## config.mk

```make
export PLATFORM = sky130hd
export DESIGN_NAME = bit_string_exec
export DESIGN_NICKNAME = d
export VERILOG_FILES = /design/src/rtl/bit_string_pkg.sv /design/src/rtl/bit_string_exec.sv
export SDC_FILE = /design/constraint.sdc
export NUM_CORES = 1
export LEC_CHECK = 0
export BUFFER_PORTS_ARGS = -buffer_cell sky130_fd_sc_hd__buf_2
export CAP_MARGIN = 20
export CELL_PAD_IN_SITES_DETAIL_PLACEMENT = 1
export CELL_PAD_IN_SITES_GLOBAL_PLACEMENT = 1
export CORE_UTILIZATION = 38
export CTS_CLUSTER_SIZE = 12
export DETAILED_ROUTE_END_ITERATION = 8
export PLACE_DENSITY_LB_ADDON = 0.1
export SLEW_MARGIN = 20
export SYNTH_ARGS = -nofsm -noshare
export SYNTH_HDL_FRONTEND = slang
export SYNTH_SLANG_ARGS = --single-unit
export TNS_END_PERCENT = 20
```

## constraint.sdc

```tcl
create_clock -name mclk_i -period 3.3 [get_ports mclk_i]
set_clock_uncertainty 0.2 [all_clocks]
set_input_delay 0.495 -clock mclk_i [delete_from_list [all_inputs] [get_ports mclk_i]]
set_output_delay 0.495 -clock mclk_i [all_outputs]
set_load 0.02 [all_outputs]
```

## src/rtl/bit_string_pkg.sv

```systemverilog
// Shared opcodes, states and cycle counts of the bit, accumulator and string executor
package bit_string_pkg;

   // ---------------------------------------------------------------
   // Operation codes presented on op_i
   // ---------------------------------------------------------------
   typedef enum logic [4:0] {
      OP_BIT_MOVE_LOAD, OP_BIT_MOVE_STORE, OP_BIT_FORCE_ONE, OP_BIT_FORCE_ZERO,
      OP_BRANCH_IF_BIT_ZERO, OP_BRANCH_IF_BIT_ONE, OP_TEST_AND_SET_BRANCH,
      OP_WAIT_BIT_HIGH, OP_WAIT_BIT_LOW, OP_BYTE_SWAP, OP_ACC_HALF_EXCHANGE,
      OP_SIGN_WIDEN_BYTE, OP_SIGN_WIDEN_WORD, OP_ZERO_WIDEN_BYTE, OP_ZERO_WIDEN_WORD,
      OP_BLOCK_COPY, OP_BLOCK_SEARCH, OP_BLOCK_FILL
   } op_t;

   // Bit address forms
   typedef enum logic [1:0] {FORM_DIRECT, FORM_ABS16, FORM_IO} form_t;

   typedef enum logic [2:0] {ST_IDLE, ST_BIT, ST_POLL, ST_STR, ST_TAIL} state_t;

   // ---------------------------------------------------------------
   // Cycle counts
   // ---------------------------------------------------------------
   localparam logic [3:0] CYC_LOAD_MEM = 4'h5;
   localparam logic [3:0] CYC_LOAD_IO = 4'h4;
   localparam logic [3:0] CYC_STORE_MEM = 4'h7;
   localparam logic [3:0] CYC_STORE_IO = 4'h6;
   localparam logic [3:0] CYC_SET_CLR = 4'h7;
   localparam logic [3:0] CYC_BB_MEM_TAKEN = 4'h8;
   localparam logic [3:0] CYC_BB_MEM_NOT = 4'h7;
   localparam logic [3:0] CYC_BB_IO_TAKEN = 4'h7;
   localparam logic [3:0] CYC_BB_IO_NOT = 4'h6;
   localparam logic [3:0] CYC_TSB_TAKEN = 4'hA;
   localparam logic [3:0] CYC_TSB_NOT = 4'h9;
   localparam logic [3:0] CYC_BYTE_SWAP = 4'h3;
   localparam logic [3:0] CYC_HALF_EXCH = 4'h2;
   localparam logic [3:0] CYC_SIGN_BYTE = 4'h1;
   localparam logic [3:0] CYC_SIGN_WORD = 4'h2;
   localparam logic [3:0] CYC_ZERO_WIDEN = 4'h1;
   localparam logic [3:0] CYC_STR_EMPTY = 4'h5;
   localparam logic [3:0] CYC_COPY_ITEM = 4'h8;
   localparam logic [3:0] CYC_COPY_END = 4'h4;
   localparam logic [3:0] CYC_SRCH_ITEM = 4'h7;
   localparam logic [3:0] CYC_SRCH_END = 4'h4;
   localparam logic [3:0] CYC_SRCH_MATCH = 4'h5;
   localparam logic [3:0] CYC_FILL_ITEM = 4'h6;
   localparam logic [3:0] CYC_FILL_END = 4'h6;
   // Cycles the bit-op read phase spends before the tail count starts
   localparam logic [3:0] CYC_BIT_READ = 4'h2;

   // Flag vector positions (N Z V C)
   localparam int FLG_N = 3;
   localparam int FLG_Z = 2;
   localparam int FLG_V = 1;
   localparam int FLG_C = 0;

endpackage

```

## src/rtl/bit_string_exec.sv

```systemverilog
// Executor for bit, accumulator and string instruction groups of a 16-bit core
// ---------------------------------------------------------------
// Behaviour
// - Bit load puts the bit in accumulator bit 0, clears low half, sets N Z
// - Bit store writes accumulator bit 0 into the byte by read-modify-write
// - Bit set forces the bit to one by read-modify-write, flags kept
// - Bit clear forces the bit to zero by read-modify-write, flags kept
// - Branch-if-zero branches when the bit is zero, Z from the bit
// - Branch-if-one branches when the bit is one, Z from the bit
// - Direct or absolute bit branches: 8 cycles taken, 7 not taken
// - I/O bit branches: 7 cycles taken, 6 not taken
// - Test-and-set branches on one, always writes one, 10 or 9 cycles
// - Wait-high polls the I/O bit until one, flags untouched
// - Wait-low keeps reading the I/O bit until it reads zero
// - Byte swap exchanges accumulator bytes in 3 cycles, flags kept
// - Half exchange swaps accumulator halves in 2 cycles, flags kept
// - Sign widening copies the sign and sets N Z; zero widening clears N
// - Upward byte copy moves low-pointer item to high pointer, both increment
// - Downward byte copy is the same with both pointers decrementing
// - Word copy moves 16-bit items up or down, flags kept
// - Search compares items at high pointer with low half, stops on match
// - Search takes 5 for empty, 4+7m on expiry, 7n+5 on match
// - Copy takes 5 for empty count, else 4 plus 8 per item
// - Fill writes the low half at the high pointer, stepping up or down by down_i, 6m+6 cycles, sets N Z
// - Word fill stores 16-bit low half to each successive word
// ---------------------------------------------------------------
`timescale 1ns/1ps
`default_nettype none
module bit_string_exec
   import bit_string_pkg::*;
(
   input wire logic mclk_i,
   input wire logic rst_i,
   input wire logic ce_i,
   input wire logic start_i,
   input wire op_t op_i,
   input wire form_t form_i,
   input wire logic word_i,
   input wire logic down_i,
   input wire logic [15:0] addr_i,
   input wire logic [2:0] bit_pos_i,
   input wire logic acc_wr_i,
   input wire logic [31:0] acc_wdata_i,
   input wire logic cnt_wr_i,
   input wire logic [15:0] cnt_wdata_i,
   input wire logic [15:0] mem_rdata_i,
   output logic mem_rd_o,
   output logic mem_wr_o,
   output logic mem_io_o,
   output logic mem_word_o,
   output logic mem_lock_o,
   output logic [15:0] mem_addr_o,
   output logic [15:0] mem_wdata_o,
   output logic [31:0] acc_o,
   output logic [15:0] cnt_o,
   output logic [3:0] flags_o,
   output logic busy_o,
   output logic done_o,
   output logic branch_o
);

   // ---------------------------------------------------------------
   // State
   // ---------------------------------------------------------------
   typedef struct packed {
      state_t st;
      op_t op;
      logic io;
      logic word;
      logic down;
      logic [15:0] addr;
      logic [2:0] bitp;
      logic [31:0] acc;
      logic [15:0] cnt;
      logic [3:0] flg;
      logic [15:0] data;
      logic match;
      logic [3:0] ph;
      logic [3:0] wt;
      logic mem_rd;
      logic mem_wr;
      logic mem_io;
      logic mem_word;
      logic lock;
      logic done;
      logic branch;
      logic busy;
      logic [15:0] maddr;
      logic [15:0] wdata;
   } core_t;

   core_t s_r;
   core_t s_nxt;
   logic take;
   logic bitv;

   // ---------------------------------------------------------------
   // Helpers
   // ---------------------------------------------------------------
   // Pointer step by item size and direction
   function automatic logic [15:0] step_ptr(input logic [15:0] p, input logic word,
                                            input logic down);
      logic [15:0] d;
      d = word ? 16'h0002 : 16'h0001;
      return down ? p - d : p + d;
   endfunction

   // Replace one bit of a byte
   function automatic logic [7:0] put_bit(input logic [7:0] b, input logic [2:0] pos,
                                          input logic v);
      logic [7:0] r;
      r = b;
      r[pos] = v;
      return r;
   endfunction

   // Subtraction flags N Z V C of item minus reference
   function automatic logic [3:0] cmp_flags(input logic [15:0] a, input logic [15:0] b,
                                            input logic word);
      logic [16:0] r;
      r = {1'b0, a} - {1'b0, b};
      if (word) begin
         return {r[15], r[15:0] == 16'h0000, (a[15] ^ b[15]) & (a[15] ^ r[15]), r[16]};
      end
      return {r[7], r[7:0] == 8'h00, (a[7] ^ b[7]) & (a[7] ^ r[7]), r[8]};
   endfunction

   // Cycles spent on one string item
   function automatic logic [3:0] item_len(input op_t op);
      case (op)
         OP_BLOCK_COPY: return CYC_COPY_ITEM;
         OP_BLOCK_SEARCH: return CYC_SRCH_ITEM;
         default: return CYC_FILL_ITEM;
      endcase
   endfunction

   function automatic logic is_rmw(input op_t op);
      return op == OP_BIT_MOVE_STORE || op == OP_BIT_FORCE_ONE ||
             op == OP_BIT_FORCE_ZERO || op == OP_TEST_AND_SET_BRANCH;
   endfunction

   assign take = start_i && ce_i && s_r.st == ST_IDLE;
   assign bitv = mem_rdata_i[s_r.bitp];

   // ---------------------------------------------------------------
   // Next state
   // ---------------------------------------------------------------
   // Memory strobes and the done and branch pulses are single-cycle; lock is cleared unless the take or ST_BIT sets it; everything else holds by default
   always_comb begin
      logic next_item;
      logic taken;
      logic [3:0] f;
      next_item = 1'b0;
      taken = 1'b0;
      f = 4'h0;
      s_nxt = s_r;
      s_nxt.done = 1'b0;
      s_nxt.branch = 1'b0;
      s_nxt.mem_rd = 1'b0;
      s_nxt.mem_wr = 1'b0;
      s_nxt.lock = 1'b0;
      case (s_r.st)
         ST_IDLE: begin
            if (acc_wr_i) begin
               s_nxt.acc = acc_wdata_i;
            end
            if (cnt_wr_i) begin
               s_nxt.cnt = cnt_wdata_i;
            end
            if (take) begin
               s_nxt.busy = 1'b1;
               s_nxt.op = op_i;
               s_nxt.io = form_i == FORM_IO;
               s_nxt.word = word_i;
               s_nxt.down = down_i;
               s_nxt.addr = addr_i;
               s_nxt.bitp = bit_pos_i;
               s_nxt.ph = 4'h0;
               s_nxt.match = 1'b0;
               case (op_i)
                  OP_BYTE_SWAP: begin
                     s_nxt.acc[15:0] = {s_r.acc[7:0], s_r.acc[15:8]};
                     s_nxt.wt = CYC_BYTE_SWAP;
                     s_nxt.st = ST_TAIL;
                  end
                  OP_ACC_HALF_EXCHANGE: begin
                     s_nxt.acc = {s_r.acc[15:0], s_r.acc[31:16]};
                     s_nxt.wt = CYC_HALF_EXCH;
                     s_nxt.st = ST_TAIL;
                  end
                  OP_SIGN_WIDEN_BYTE, OP_SIGN_WIDEN_WORD,
                  OP_ZERO_WIDEN_BYTE, OP_ZERO_WIDEN_WORD: begin
                     // Widening, flags from the widened result
                     if (op_i == OP_SIGN_WIDEN_BYTE) begin
                        s_nxt.acc[15:8] = {8{s_r.acc[7]}};
                        s_nxt.wt = CYC_SIGN_BYTE;
                     end else if (op_i == OP_SIGN_WIDEN_WORD) begin
                        s_nxt.acc[31:16] = {16{s_r.acc[15]}};
                        s_nxt.wt = CYC_SIGN_WORD;
                     end else if (op_i == OP_ZERO_WIDEN_BYTE) begin
                        s_nxt.acc[15:8] = 8'h00;
                        s_nxt.wt = CYC_ZERO_WIDEN;
                     end else begin
                        s_nxt.acc[31:16] = 16'h0000;
                        s_nxt.wt = CYC_ZERO_WIDEN;
                     end
                     if (op_i == OP_SIGN_WIDEN_WORD || op_i == OP_ZERO_WIDEN_WORD) begin
                        s_nxt.flg[FLG_N] = s_nxt.acc[31];
                        s_nxt.flg[FLG_Z] = s_nxt.acc == 32'h0000_0000;
                     end else begin
                        s_nxt.flg[FLG_N] = s_nxt.acc[15];
                        s_nxt.flg[FLG_Z] = s_nxt.acc[15:0] == 16'h0000;
                     end
                     s_nxt.st = ST_TAIL;
                  end
                  OP_BLOCK_COPY, OP_BLOCK_SEARCH, OP_BLOCK_FILL: begin
                     if (op_i == OP_BLOCK_FILL) begin
                        // Fill flags come from the pattern itself
                        s_nxt.flg[FLG_N] = word_i ? s_r.acc[15] : s_r.acc[7];
                        s_nxt.flg[FLG_Z] = word_i ? s_r.acc[15:0] == 16'h0000 :
                                                    s_r.acc[7:0] == 8'h00;
                     end
                     if (s_r.cnt == 16'h0000) begin
                        s_nxt.wt = (op_i == OP_BLOCK_FILL) ? CYC_FILL_END :
                                   CYC_STR_EMPTY;
                        s_nxt.st = ST_TAIL;
                     end else begin
                        next_item = 1'b1;
                        s_nxt.st = ST_STR;
                     end
                  end
                  default: begin
                     // Every bit form starts with a read of the containing byte
                     s_nxt.mem_rd = 1'b1;
                     s_nxt.mem_io = form_i == FORM_IO;
                     s_nxt.mem_word = 1'b0;
                     s_nxt.maddr = addr_i;
                     s_nxt.lock = is_rmw(op_i);
                     s_nxt.st = (op_i == OP_WAIT_BIT_HIGH || op_i == OP_WAIT_BIT_LOW) ?
                                ST_POLL : ST_BIT;
                  end
               endcase
            end
         end
         ST_BIT: begin
            s_nxt.lock = is_rmw(s_r.op);
            if (s_r.ph == 4'h0) begin
               s_nxt.ph = 4'h1;
            end else begin
               s_nxt.st = ST_TAIL;
               s_nxt.wdata = {8'h00, mem_rdata_i[7:0]};
               s_nxt.mem_wr = is_rmw(s_r.op); // Write right after the read
               case (s_r.op)
                  OP_BIT_MOVE_LOAD: begin
                     // Old low half moves up; low half holds only the bit
                     s_nxt.acc = {s_r.acc[15:0], 15'h0000, bitv};
                     s_nxt.flg[FLG_N] = 1'b0;
                     s_nxt.flg[FLG_Z] = ~bitv;
                     s_nxt.wt = (s_r.io ? CYC_LOAD_IO : CYC_LOAD_MEM) - CYC_BIT_READ;
                  end
                  OP_BIT_MOVE_STORE: begin
                     s_nxt.wdata[7:0] = put_bit(mem_rdata_i[7:0], s_r.bitp, s_r.acc[0]);
                     s_nxt.flg[FLG_N] = s_r.acc[7];
                     s_nxt.flg[FLG_Z] = s_r.acc[7:0] == 8'h00;
                     s_nxt.wt = (s_r.io ? CYC_STORE_IO : CYC_STORE_MEM) - CYC_BIT_READ;
                  end
                  OP_BIT_FORCE_ONE, OP_BIT_FORCE_ZERO: begin
                     s_nxt.wdata[7:0] = put_bit(mem_rdata_i[7:0], s_r.bitp,
                                              s_r.op == OP_BIT_FORCE_ONE);
                     s_nxt.wt = CYC_SET_CLR - CYC_BIT_READ;
                  end
                  OP_TEST_AND_SET_BRANCH: begin
                     s_nxt.wdata[7:0] = put_bit(mem_rdata_i[7:0], s_r.bitp, 1'b1);
                     s_nxt.match = bitv;
                     s_nxt.flg[FLG_Z] = ~bitv;
                     s_nxt.wt = (bitv ? CYC_TSB_TAKEN : CYC_TSB_NOT) - CYC_BIT_READ;
                  end
                  default: begin
                     // Bit-test branches
                     taken = bitv == (s_r.op == OP_BRANCH_IF_BIT_ONE);
                     s_nxt.match = taken;
                     s_nxt.flg[FLG_Z] = ~bitv;
                     if (s_r.io) begin
                        s_nxt.wt = (taken ? CYC_BB_IO_TAKEN : CYC_BB_IO_NOT) -
                                   CYC_BIT_READ;
                     end else begin
                        s_nxt.wt = (taken ? CYC_BB_MEM_TAKEN : CYC_BB_MEM_NOT) -
                                   CYC_BIT_READ;
                     end
                  end
               endcase
            end
         end
         ST_POLL: begin
            // Read, look, read again; flags are never touched here
            if (s_r.ph == 4'h0) begin
               s_nxt.ph = 4'h1;
            end else if (bitv == (s_r.op == OP_WAIT_BIT_HIGH)) begin
               s_nxt.done = 1'b1;
               s_nxt.busy = 1'b0;
               s_nxt.st = ST_IDLE;
            end else begin
               s_nxt.mem_rd = 1'b1;
               s_nxt.ph = 4'h0;
            end
         end
         ST_STR: begin
            s_nxt.ph = s_r.ph + 4'h1;
            if (s_r.ph == 4'h1 && s_r.op == OP_BLOCK_COPY) begin
               // Source item in hand; write it to the upper pointer
               s_nxt.mem_wr = 1'b1;
               s_nxt.maddr = s_r.acc[31:16];
               s_nxt.wdata = s_r.word ? mem_rdata_i : {8'h00, mem_rdata_i[7:0]};
            end
            if (s_r.ph == 4'h1 && s_r.op == OP_BLOCK_SEARCH) begin
               f = cmp_flags(s_r.word ? mem_rdata_i : {8'h00, mem_rdata_i[7:0]},
                             s_r.word ? s_r.acc[15:0] : {8'h00, s_r.acc[7:0]}, s_r.word);
               s_nxt.flg = f;
               s_nxt.match = f[FLG_Z];
            end
            if (s_r.ph == item_len(s_r.op) - 4'h1) begin
               // Item done: advance pointers, count down
               s_nxt.acc[31:16] = step_ptr(s_r.acc[31:16], s_r.word, s_r.down);
               if (s_r.op == OP_BLOCK_COPY) begin
                  s_nxt.acc[15:0] = step_ptr(s_r.acc[15:0], s_r.word, s_r.down);
               end
               s_nxt.cnt = s_r.cnt - 16'h0001;
               if (s_r.op == OP_BLOCK_SEARCH && s_r.match) begin
                  s_nxt.wt = CYC_SRCH_MATCH;
                  s_nxt.st = ST_TAIL;
               end else if (s_r.cnt == 16'h0001) begin
                  s_nxt.wt = (s_r.op == OP_BLOCK_COPY) ? CYC_COPY_END :
                             (s_r.op == OP_BLOCK_SEARCH) ? CYC_SRCH_END :
                             CYC_FILL_END;
                  s_nxt.st = ST_TAIL;
               end else begin
                  next_item = 1'b1;
               end
            end
         end
         ST_TAIL: begin
            if (s_r.wt <= 4'h1) begin
               s_nxt.done = 1'b1;
               s_nxt.branch = s_r.match;
               s_nxt.busy = 1'b0;
               s_nxt.st = ST_IDLE;
            end else begin
               s_nxt.wt = s_r.wt - 4'h1;
            end
         end
         default: begin
            s_nxt.st = ST_IDLE;
         end
      endcase
      // Start of a string item: first access on the fresh pointers
      if (next_item) begin
         s_nxt.ph = 4'h0;
         s_nxt.match = 1'b0;
         s_nxt.mem_io = 1'b0;
         s_nxt.mem_word = s_nxt.word;
         if (s_nxt.op == OP_BLOCK_FILL) begin
            s_nxt.mem_wr = 1'b1;
            s_nxt.maddr = s_nxt.acc[31:16];
            s_nxt.wdata = s_nxt.word ? s_nxt.acc[15:0] : {8'h00, s_nxt.acc[7:0]};
         end else begin
            s_nxt.mem_rd = 1'b1;
            s_nxt.maddr = (s_nxt.op == OP_BLOCK_COPY) ? s_nxt.acc[15:0] : s_nxt.acc[31:16];
         end
      end
   end

   // ---------------------------------------------------------------
   // Registers
   // ---------------------------------------------------------------
   // Clock enable low freezes everything, memory strobes included
   always_ff @(posedge mclk_i) begin
      if (rst_i) begin
         s_r <= '0;
      end else if (ce_i) begin
         s_r <= s_nxt;
      end
   end

   assign mem_rd_o = s_r.mem_rd;
   assign mem_wr_o = s_r.mem_wr;
   assign mem_io_o = s_r.mem_io;
   assign mem_word_o = s_r.mem_word;
   assign mem_lock_o = s_r.lock;
   assign mem_addr_o = s_r.maddr;
   assign mem_wdata_o = s_r.wdata;
   assign acc_o = s_r.acc;
   assign cnt_o = s_r.cnt;
   assign flags_o = s_r.flg;
   assign busy_o = s_r.busy;
   assign done_o = s_r.done;
   assign branch_o = s_r.branch;

   // ---------------------------------------------------------------
   // Checks
   // ---------------------------------------------------------------
   a_swap_time: assert property (@(posedge mclk_i) disable iff (rst_i || !ce_i)
      take && op_i == OP_BYTE_SWAP |-> !done_o ##4 done_o)
      else $error("byte swap length wrong");
   a_exch_time: assert property (@(posedge mclk_i) disable iff (rst_i || !ce_i)
      take && op_i == OP_ACC_HALF_EXCHANGE |-> ##3 done_o &&
      acc_o == {$past(acc_o[15:0], 3), $past(acc_o[31:16], 3)})
      else $error("half exchange wrong");
   a_bb_mem_time: assert property (@(posedge mclk_i) disable iff (rst_i || !ce_i)
      take && (op_i == OP_BRANCH_IF_BIT_ZERO || op_i == OP_BRANCH_IF_BIT_ONE) &&
      form_i != FORM_IO |-> ##[8:9] done_o)
      else $error("memory bit branch length wrong");
   a_bb_io_time: assert property (@(posedge mclk_i) disable iff (rst_i || !ce_i)
      take && (op_i == OP_BRANCH_IF_BIT_ZERO || op_i == OP_BRANCH_IF_BIT_ONE) &&
      form_i == FORM_IO |-> ##[7:8] done_o)
      else $error("io bit branch length wrong");
   a_tsb_time: assert property (@(posedge mclk_i) disable iff (rst_i || !ce_i)
      take && op_i == OP_TEST_AND_SET_BRANCH |-> ##[10:11] done_o)
      else $error("test and set length wrong");
   a_rmw_pair: assert property (@(posedge mclk_i) disable iff (rst_i || !ce_i)
      mem_wr_o && mem_lock_o |-> $past(mem_rd_o, 2) && $past(mem_lock_o))
      else $error("read-modify-write split");
   a_set_value: assert property (@(posedge mclk_i) disable iff (rst_i || !ce_i)
      mem_wr_o && mem_lock_o && s_r.op == OP_BIT_FORCE_ONE |->
      mem_wdata_o[7:0] == ($past(mem_rdata_i[7:0]) | (8'h01 << s_r.bitp)))
      else $error("bit set value wrong");
   a_clr_value: assert property (@(posedge mclk_i) disable iff (rst_i || !ce_i)
      mem_wr_o && mem_lock_o && s_r.op == OP_BIT_FORCE_ZERO |->
      mem_wdata_o[7:0] == ($past(mem_rdata_i[7:0]) & ~(8'h01 << s_r.bitp)))
      else $error("bit clear value wrong");
   a_wait_flags: assert property (@(posedge mclk_i) disable iff (rst_i || !ce_i)
      s_r.st == ST_POLL |=> flags_o == $past(flags_o))
      else $error("wait changed flags");
   a_str_empty: assert property (@(posedge mclk_i) disable iff (rst_i || !ce_i)
      take && op_i == OP_BLOCK_COPY && cnt_o == 16'h0000 |-> ##6 done_o)
      else $error("empty copy length wrong");
   a_load_value: assert property (@(posedge mclk_i) disable iff (rst_i || !ce_i)
      done_o && s_r.op == OP_BIT_MOVE_LOAD |->
      acc_o[15:1] == 15'h0000 && flags_o[FLG_Z] == ~acc_o[0])
      else $error("bit load result wrong");

endmodule
`default_nettype wire

```

Yosys cells after proc, flatten, opt, wreduce, memory -nomap -nowiden
Index checks and enable logic that the tools add are counted.
Widths: inputs -> output; s select.
{"block": "classes", "addsub": 14, "magnitude_cmp": 4, "n_eq_ne": 60, "n_mux": 137, "bitwise_logic": 8, "reduce_logical": 51}
{"op": "$mux 16", "n": 18}
{"op": "$mux 32", "n": 6}
{"op": "$pmux 16 s2", "n": 4}
{"op": "$pmux 32 s3", "n": 1}
{"op": "$logic_not 16->1", "n": 4}
{"op": "$mux 4", "n": 16}
{"op": "$pmux 4 s4", "n": 4}
{"op": "$mux 62", "n": 1}
{"op": "$eq 5x4->1 const B", "n": 10}
{"op": "$mux 48", "n": 1}
{"op": "$mux 8", "n": 6}
{"op": "$pmux 8 s3", "n": 2}
{"op": "$mux 3", "n": 11}
{"op": "$logic_not 32->1", "n": 1}
{"op": "$mux 1", "n": 30}
{"op": "$mux 27", "n": 1}
{"op": "$mux 2", "n": 13}
{"op": "$eq 5x3->1 const B", "n": 5}
{"op": "$ne 3x3->1 const B", "n": 8}
{"op": "$reduce_and 8->1", "n": 3}
{"op": "$eq 5x2->1 const B", "n": 4}
{"op": "$eq 5x5->1 const B", "n": 4}
{"op": "$ne 2x2->1 const B", "n": 10}
{"op": "$mux 17", "n": 1}
{"op": "65 further kinds", "n": 110}
{"block": "totals", "regBits": 131, "inputBits": 98, "out_inout_bits": 92, "elab_cells": 299}

Longest topological paths before layout
Gate-level depths: netlist of the first run.
{"block": "logic_depth", "ltp_word": 15, "ltp_mapped": 15, "ltp_nobuf": 13}

Worst setup path before layout of the first run
Ideal clock, no wire load.
{"block": "synth_timing", "path_kind": "register to register", "startpoint": "reg s_r[137] (netlist bit)", "endpoint": "reg s_r, in the netlist flags_o[3]", "setup_ns": 0.131, "t_arrival_ns": 3.279, "t_required_ns": 2.969, "setup_slack_ns": -0.310, "stages_incl_launch_ff": 15, "path_buffers": 3, "period_less_slack_ns": 3.610, "cell_sequence": "dfxtp_1 clkbuf_1 clkbuf_1 clkbuf_1 nand2_1 ha_1 a211oi_1 o21bai_1 a21o_1 a221oi_1 o21ai_1 or3_1 a31o_1 a31oi_1 o41ai_1"}
{"block": "synth_via", "elab_chain_cells": 6, "word_cells_on_any_way": 10, "classes_between": "add/sub (1); mux (9)"}
{"element": "start: declaration", "line": "bit_string_exec.sv:92", "text": "core_t s_r;"}
{"element": "start signal: assignment", "line": "bit_string_exec.sv:380", "text": "s_r <= s_nxt;"}
{"element": "$mux 16 (tied with other cells)", "line": "bit_string_exec.sv:316", "text": "f = cmp_flags(s_r.word ? mem_rdata_i : {8'h00, mem_rdata_i[7:0]},"}
{"element": "$sub 16x16->17 or $mux 1 (tied branches)", "line": "bit_string_exec.sv:121, bit_string_exec.sv:315"}
{"element": "$mux 4 or $mux 1 (tied branches)", "line": "bit_string_exec.sv:122, bit_string_exec.sv:162"}
{"element": "$mux 4 (*)", "line": "bit_string_exec.sv:125", "text": "return {r[7], r[7:0] == 8'h00, (a[7] ^ b[7]) & (a[7] ^ r[7]), r[8]};"}
{"element": "$mux 4 (*)", "line": "bit_string_exec.sv:315", "text": "if (s_r.ph == 4'h1 && s_r.op == OP_BLOCK_SEARCH) begin"}
{"element": "$pmux 2 s3 (*)", "line": "bit_string_exec.sv:162", "text": "case (s_r.st)"}
Every way passes the cells marked *; elsewhere a longest branch is shown, timed or not. The select of a mux whose other input is x is not followed.
A chain may end at the register's enable or synchronous reset.

Worst setup path after layout of the first run
{"block": "layout_timing", "startpoint": "reg s_r[137] (netlist bit)", "endpoint": "reg s_r, in the netlist acc_o[15]"}
{"block": "layout_via", "elab_chain_cells": 6, "word_cells_on_any_way": 7, "classes_between": "add/sub (2); mux (5)"}
{"element": "$mux 2 (*)", "line": "bit_string_exec.sv:104", "text": "d = word ? 16'h0002 : 16'h0001;"}
{"element": "$add 16x2->16 or $sub 16x2->16 (tied branches)", "line": "bit_string_exec.sv:105", "text": "return down ? p - d : p + d;"}
{"element": "$mux 16 (*)", "line": "bit_string_exec.sv:105"}
{"element": "$mux 16 (*)", "line": "bit_string_exec.sv:324", "text": "if (s_r.op == OP_BLOCK_COPY) begin"}
{"element": "$mux 48 (*)", "line": "bit_string_exec.sv:321", "text": "if (s_r.ph == item_len(s_r.op) - 4'h1) begin"}
{"element": "$pmux 32 s3 (*)", "line": "bit_string_exec.sv:162"}
Marks and branches as above.

==> metrics, run 1 <==
Ant. Diodes=0; antenna violations before repair=0; startpoint types=flop; status=finished, violations left; vias in the first global route=14700; Hold Path Class=input pin to flop; core outline area=0.0309 mm^2; Synthesis Warnings=0; Chip Width=180 um; H-tree depth=4; detailed-route via count=14800; Crit. End Element=flop; syn_nets=1840; DR iter-0 viols=1328; top cell type's share of synthesized area=0.191; largest net degree at the start of global routing=61; Commonest cells post-synth=nand2_1, a21oi_1, nor2_1, dfxtp_1, o21ai_0; gr usage total=0.364; placed wire-length estimate=46.4 mm; drt first pass iters=5; CP required=3410 ps; I/O pin count=190; Post-DRT Antenna Nets=0; GP Congestion=1.00; DRC errors left=0; multi-input combinational cell area=0.00889 mm^2; pwr/cell area=404 mW/mm^2; max-cap check violation count=0; Placed Cells=2309; clock slew at reported path FFs=70 ps; CP Max Fanout=5; row cnt=64; RSZ-0062 raised after global routing=true; Sequential Area=0.00231 mm^2; Routed met2 length=27.5 mm; Slew HR=0.411; FMAX=300 MHz; setup slack after layout=-30.9 ps; CTS tree=yes; DRT met1 WL=26.3 mm; Root Buffer=clkbuf_16; TritonCTS Buffers=17; vias per cell=6.33; Clock Sinks=115; layout cells sized above 1=0.289; fillers=3935; synthesized area=0.0121 mm^2; cell with the most instances after synthesis=nand2_1; Async SR Flop Fraction=0; initial core utilization=0.391; die height=180 um; DP Area=0.0143 mm^2; EDFF count, synth=0; first-pass GRT wire length=90.2 mm; Slew @ Worst Pin=881 ps; post-layout min period=3330 ps; CTS max path bufs=2; Post-synth top flop=dfxtp_1; Final Hold Fails=0; Nets=2087; Yosys reg bits=115; Post-Syn Area per Cell=7.16 um^2; die area=0.0325 mm^2; max layer used=met4; total grt overflow=0; detailed-route wire length per cell=25.9 um; met3 WL=3.96 mm; sequential area share after synthesis=0.191; WS Path Type=flop to flop; failing checks=negative setup slack; cell leakage power=6.58 nW; final non-filler cell area=0.0154 mm^2; PortBufs=189; Layout Cells excl Fill=2343; final wirelength=60.6 mm; synth top area cells=dfxtp_1, a21oi_1, ha_1; Distinct cells, synth=104; Syn Inst Count=1687; WP data arrival=3440 ps; Area Overhead vs Synth=27.1%; Fin Hold WS=82.2 ps; Tcrit/Tclk final=1.01; Skew-Pair Late Insertion Delay=460 ps; fin. max-slew vios=0; maximum vdd ir drop=0.000357 V; Yosys top cell by area=dfxtp_1; setup violators final=3
timing repair:
item / in CTS / in global routing
buffers inserted: 0 / 2
setup endpoints to repair: 22 / 38
pin swaps: 3 / 17
gates resized for setup: 15 / 69
hold buffers: 0 / 0
final timing paths:
check,startpoint,slack [ps],end,depth (start not counted)
max,s_r[137],-30,acc_o[15],14
min,bit_pos_i[1],80,s_r[118],3
max reg2reg,s_r[137],-30,acc_o[15],14
min reg2reg,mem_addr_o[2],250,mem_addr_o[2],2
sequential cells by signal, indices dropped and copies added, names as in the netlist:
register / cells
flags_o: 4
mem_io_o: 1
acc_o: 32
mem_addr_o: 16
busy_o: 1
mem_wr_o: 1
s_r: 23
branch_o: 1
done_o: 1
mem_rd_o: 1
cnt_o: 16
mem_lock_o: 1
mem_wdata_o: 16
mem_word_o: 1
stage by stage:
step                total power, mW   util  setup slack (ps)  TNS, ps
global route                   6.45  0.497              -111     -522
CTS                            6.08  0.485             -33.0    -60.8
global placement               4.03  0.463              -183     -779
floorplan                      3.06      -              37.4        0
finish                         6.21  0.497             -30.9    -63.1
detailed placement             4.08  0.463              -116    -1200
metal layers:
layer,vias to the layer above,GRT usage
met1,7337,0.472
li1,6711,-
met5,-,0
met2,633,0.583
met4,0,0.198
met3,150,0.0493
worst max-delay path: stages (launching register included):
cell	delay, ps
dfxtp_4	370
inv_1	80
ha_1	190
nand4bb_1	170
nand4b_1	270
a2111oi_4	450
buf_4	190
o31ai_4	70
buf_6	140
a221oi_4	260
xnor2_2	160
a31oi_1	110
a211oi_1	270
buf_4	190
a21oi_2	60
cell families after synthesis:
kind of cell	after synthesis	synth area share
fa+ha+maj	55	0.0570
xor+xnor	41	0.0297
compound gates	594	0.327
mux	55	0.0496
simple gates	574	0.238
flops	115	0.191
buf+inv	253	0.108
report_power, final:
| group | internal, mW | leakage, nW | total (mW) | switching [mW] |
|---|---|---|---|---|
| Clock | 1.20 | 0.284 | 1.97 | 0.773 |
| Sequential | 1.48 | 0.942 | 1.58 | 0.104 |
| Combinational | 1.04 | 5.36 | 2.65 | 1.61 |
cell type report:
class                           instances  area share
Clock buffer                           22      0.0296
Clock inverter                         10     0.00872
Inverter                               50      0.0122
Multi-Input combinational cell       1319       0.579
Sequential cell                       115       0.151
Tap cell                              396      0.0323
Timing Repair Buffer                  431       0.188
layout by cell type, fill, tap and decap left out, types with 32 or more instances in the layout:
master and n:
nand2_1 163, nor2_1 127, a211oi_1 32, mux2i_1 43, buf_4 229, buf_2 188
inv_1 48, a21oi_1 156, ha_1 47, dfxtp_1 112, o21ai_0 92, nand3_1 65
nor3_1 44
Power figures use the tool's default switching activity.
==> inputs of run 2 (changes only) <==
--- a/config.mk
+++ b/config.mk
@@ -9,7 +9,8 @@
 export CAP_MARGIN = 20
 export CELL_PAD_IN_SITES_DETAIL_PLACEMENT = 1
 export CELL_PAD_IN_SITES_GLOBAL_PLACEMENT = 1
-export CORE_UTILIZATION = 38
+export CORE_UTILIZATION = 39
+export CTS_BUF_LIST = sky130_fd_sc_hd__clkbuf_4 sky130_fd_sc_hd__clkbuf_8
 export CTS_CLUSTER_SIZE = 12
 export DETAILED_ROUTE_END_ITERATION = 8
 export PLACE_DENSITY_LB_ADDON = 0.1
==> metrics, run 2 (synthesis gave the netlist of run 1 again) <==
die height=178 um (-1.3%); CTS tree=yes; Crit. End Element=flop; PortBufs=189 (unchanged); Slew @ Worst Pin=854 ps (-26.9 ps); H-tree depth=4 (unchanged); die area=0.0317 mm^2 (-2.5%); clock slew at reported path FFs=90 ps (+20 ps); Post-DRT Antenna Nets=0 (unchanged); Chip Width=178 um (-1.3%); final wirelength=60.8 mm (+0.36%); Skew-Pair Late Insertion Delay=500 ps (+40 ps); initial core utilization=0.396 (+0.00513); setup slack after layout=-17.9 ps (+13.0 ps); WS Path Type=flop to flop; status=finished, violations left; largest net degree at the start of global routing=61 (unchanged); cell leakage power=6.81 nW (+3.5%); pwr/cell area=377 mW/mm^2 (-6.9%); most common cell after layout, fill and taps aside=buf_4; CP Max Fanout=6 (+1); final non-filler cell area=0.0157 mm^2 (+2.0%); vias in the first global route=14900 (+0.95%); CP required=3450 ps (+40 ps); total grt overflow=0 (unchanged); CP peak stage delay=410 ps (-40 ps); detailed-route wire length per cell=25.4 um (-1.9%); max reg flops=32 (unchanged); Root Buffer=clkbuf_8; maximum vdd ir drop=0.000286 V (-20%); Clock Sinks=115 (unchanged); cell mode on critical path=buf_4; post-layout min period=3320 ps (-13.0 ps); TNS Setup=-17.9 ps (+45.2 ps); Hold Path Class=input pin to flop; Cell Chain, Critical Path=buf_6, ha_4, and4b_2, o41ai_4, buf_4, nand2_1, a21oi_2, xor2_1, nor2_1, o31a_1, o2111ai_2, buf_4, o311ai_1; I/O pin count=190 (unchanged); Nets=2141 (+2.6%); fin util=0.513 (+0.0166); RSZ-0062 raised after global routing=true; drt first pass iters=5 (unchanged); Reg2Reg Launch Point=s_r[136]; max-cap check violation count=0 (unchanged); cts hold-fix bufs=0 (unchanged); vias per cell=6.29 (-0.68%); gr usage total=0.379 (+0.0149); commonest cells after routing, fill and taps aside=buf_4, buf_2, nand2_1; startpoint types=flop; DP Area=0.0148 mm^2 (+3.0%); FMAX=301 MHz (+0.39%); fin. max-slew vios=0 (unchanged); antenna violations before repair=0 (unchanged); Min-Delay Endpoint=s_r[119]; core outline area=0.0305 mm^2 (-1.3%); DRC errors left=0 (unchanged); Final Hold Fails=0 (unchanged); setup violators final=1 (-2); Final Power=5.90 mW (-5.0%); Tcrit/Tclk final=1.01 (-0.00395); first-pass GRT wire length=90.2 mm (about the same); detailed-route via count=15100 (+1.6%); CP max stage cell=dfxtp_4; reg2reg end=mem_addr_o[9]; DR iter-0 viols=1258 (-5.3%); Ant. Diodes=0 (unchanged); CTS max path bufs=2 (unchanged); layout cells sized above 1=0.316 (+0.0274); TritonCTS Buffers=17 (unchanged); failing checks=negative setup slack; hold path start=bit_pos_i[2]; R2R Setup Slk=-20 ps (about the same); hold path depth=3 (unchanged); Area Overhead vs Synth=29.7%; placed wire-length estimate=47.0 mm (+1.3%); WP data arrival=3470 ps (+30 ps); Slew HR=0.431 (+0.0192); FF-to-FF path depth=13 (-1); row cnt=64 (unchanged); GP Congestion=0.999 (about the same)
run 2: power by group:
group	internal [mW]	leakage [nW]	total, mW	switching [mW]
Clock	0.882	0.219	1.57	0.684
Sequential	1.48	0.942	1.58	0.101
Combinational	1.12	5.65	2.75	1.64
run 2: what timing repair did:
item	4_1_cts	5_1_grt
endpoints found under the setup margin	24	36
setup buffers	2	4
pin swaps	9	29
resized for setup	36	55
run 2: per-layer routing:
layer | GRT usage | up-vias | part of all wire
met5 | 0 | - | 0
met4 | 0.177 | 0 | 0.043
met3 | 0.0665 | 126 | 0.069
met2 | 0.579 | 660 | 0.44
met1 | 0.513 | 7451 | 0.45
li1 | - | 6826 | -
run 2: how the worst max path moves through the flow:
stage                     startpoint       endpoint  slack (ps)  cells past startpoint
after detailed placement    s_r[136]  mem_addr_o[9]        -270                     13
after global routing        s_r[136]  mem_addr_o[9]         -70                     13
final                       s_r[136]  mem_addr_o[9]         -20                     13
after global placement      s_r[136]  mem_addr_o[9]        -340                     13
after floorplan             s_r[137]     flags_o[3]          40                     14
after CTS                   s_r[136]  mem_addr_o[9]           7                     13
run 2: area by class of cell:
cell class | instances | area, um^2
repair buffers | 485 | 3330
fillers | 3933 | 14800
inverters | 50 | 188
clock buffers | 22 | 284
well taps | 396 | 495
flip-flops and latches | 115 | 2310
multi-input cells | 1319 | 8900
clock inverters | 9 | 154
run 2: per-stage QoR:
| stage | hold slack [ps] | instances | setup WS (ps) |
|---|---|---|---|
| floorplan | 229 | 1687 | 37.4 |
| global placement | 248 | 2360 | -339 |
| detailed placement | 245 | 2360 | -270 |
| CTS | 23.9 | 2393 | 6.88 |
| global route | 39.2 | 2396 | -73.5 |
| finish | 47.6 | 2396 | -17.9 |
run 2: worst max-delay path, delay by kind of cell (launching register included):
kind	cells	cell delay [ps]
adder cells (fa/ha/maj)	1	210
AO/OA/AOI/OAI	5	1180
buffers and inverters	3	500
flip-flops	1	410
AND/OR/NAND/NOR	3	430
XOR/XNOR	1	230
==> inputs of run 3 (changes only) <==
--- a/config.mk
+++ b/config.mk
@@ -13,6 +13,7 @@
 export CTS_BUF_LIST = sky130_fd_sc_hd__clkbuf_4 sky130_fd_sc_hd__clkbuf_8
 export CTS_CLUSTER_SIZE = 12
 export DETAILED_ROUTE_END_ITERATION = 8
+export HOLD_SLACK_MARGIN = 0.15
 export PLACE_DENSITY_LB_ADDON = 0.1
 export SLEW_MARGIN = 20
 export SYNTH_ARGS = -nofsm -noshare
==> metrics, run 3 (synthesis gave the netlist of run 1 again) <==
clock slew at reported path FFs=80 ps (about the same); detailed-route wire length per cell=25.4 um (+0.22%); reg2reg end=mem_addr_o[9]; DRC errors left=0 (unchanged); setup slack after layout=21.1 ps (+39.0 ps); Chip Width=178 um (unchanged); Final Hold Fails=0 (unchanged); Slew HR=0.424 (-0.00660); detailed-route via count=15100 (+0.56%); FMAX=305 MHz (+1.2%); DP Area=0.0148 mm^2 (unchanged); gr usage total=0.381 (+0.00187); H-tree depth=4 (unchanged); FF-to-FF path depth=13 (unchanged); cell leakage power=6.90 nW (+1.3%); CP Max Fanout=12 (+6); max reg flops=32 (unchanged); Root Buffer=clkbuf_8; largest net degree at the start of global routing=61 (unchanged); R2R Setup Slk=20 ps (+40 ps); pwr/cell area=373 mW/mm^2 (-0.89%); first-pass GRT wire length=90.6 mm (+0.52%); maximum vdd ir drop=0.000287 V (+0.29%); max-cap check violation count=0 (unchanged); Reg2Reg Launch Point=s_r[136]; hold path start=cnt_wdata_i[7]; Layout Cells excl Fill=2414 (+0.75%); die height=178 um (unchanged); status=finished, final reports clean; Ant. Diodes=0 (unchanged); setup violators final=0 (-1); drt first pass iters=6 (+1); Clock Sinks=115 (unchanged); vias per cell=6.28 (-0.19%); layout cells sized above 1=0.317 (+0.00115); GP Congestion=0.999 (unchanged); Final Power=5.93 mW (+0.43%); DR iter-0 viols=1401 (+11%); placed wire-length estimate=47.0 mm (unchanged); RSZ-0062 raised after global routing=true; Skew-Pair Late Insertion Delay=510 ps (about the same); Slew @ Worst Pin=864 ps (+9.89 ps); most common cell after layout, fill and taps aside=buf_4; hold path depth=5 (+2); Min-Delay Endpoint=cnt_o[7]; post-layout min period=3280 ps (-39.0 ps); Placed Cells=2360 (unchanged); fillers=3939 (+0.15%); final non-filler cell area=0.0159 mm^2 (+1.3%); vias in the first global route=14900 (+0.40%); total grt overflow=0 (unchanged); TritonCTS Buffers=17 (unchanged); antenna violations before repair=0 (unchanged); Place WS=-270 ps (unchanged); commonest cells after routing, fill and taps aside=buf_4, buf_2, nand2_1; final wirelength=61.4 mm (+0.97%); Area Overhead vs Synth=31.4%; core outline area=0.0305 mm^2 (unchanged); I/O pin count=190 (unchanged); initial core utilization=0.396 (unchanged); row cnt=64 (unchanged); WS Path Type=input pin to flop; CTS tree=yes; fin. max-slew vios=0 (unchanged); WP data arrival=3490 ps (+20 ps); Post-DRT Antenna Nets=0 (unchanged); startpoint types=input pin; Hold Path Class=input pin to flop; Tcrit/Tclk final=0.994 (-0.0118); PortBufs=189 (unchanged); CP required=3510 ps (+60 ps); die area=0.0317 mm^2 (unchanged); Crit. End Element=flop; Nets=2159 (+0.84%); CTS max path bufs=2 (unchanged); fin util=0.520 (+0.00685)
run 3: cell types whose count changed in the layout (fill, tap and decap cells not counted), sizes merged:
cell,before,now
dlygate4sd3,0,14
clkdlybuf4s15,0,1
buf,485,487
clkbuf,22,23
run 3: layout make-up:
| cell class | count | area, um^2 | area share |
|---|---|---|---|
| well taps | 396 | 495 | 0.0312 |
| inverters | 50 | 188 | 0.0118 |
| clock inverters | 9 | 154 | 0.00970 |
| repair buffers | 503 | 3520 | 0.222 |
| flip-flops and latches | 115 | 2310 | 0.146 |
| multi-input cells | 1319 | 8920 | 0.562 |
| clock buffers | 22 | 284 | 0.0179 |
run 3: critical path, stage by stage:
cell,delay (ps)
dlygate4sd3_1,530
buf_2,200
buf_4,220
inv_1,140
nor3_2,80
clkdlybuf4s15_2,270
a222oi_1,380
nor2_1,90
a2111oi_1,340
buf_4,190
a21oi_1,130
o2111ai_1,220
a21oi_1,60
buf_4,140
run 3: repair_timing:
action | 4_1_cts | 5_1_grt
cloned | 0 | 2
setup buffers | 2 | 6
resized for setup | 36 | 61
endpoints found under the hold margin | 20 | 0
pin swaps | 9 | 35
setup endpoints to repair | 24 | 40
hold buffers | 14 | 0
run 3: metrics by stage:
stage | hold WS [ps] | setup TNS (ps)
after floorplan | 229 | 0
after global placement | 248 | -2210
after detailed placement | 245 | -2500
after CTS | 155 | 0
after global routing | 172 | -213
final | 166 | 0
run 3: routing by layer:
metal	share of wire	GRT usage
met1	0.44	0.514
met2	0.44	0.585
met3	0.071	0.0676
met4	0.044	0.175
met5	0	0
run 3: how the worst max path moves through the flow:
stage | start | end | slack, ps
2_1_floorplan | s_r[137] | flags_o[3] | 40
3_3_place_gp | s_r[136] | mem_addr_o[9] | -340
3_5_place_dp | s_r[136] | mem_addr_o[9] | -270
4_1_cts | s_r[136] | mem_addr_o[9] | 7
5_1_grt | s_r[136] | acc_o[15] | -40
6_report | op_i[0] | mem_addr_o[13] | 20
run 3: where the power goes:
part	internal, mW	total, mW	switching [mW]
sequential	1.48	1.58	0.101
combinational	1.13	2.78	1.65
clock	0.882	1.57	0.688
total	3.49	5.93	2.43
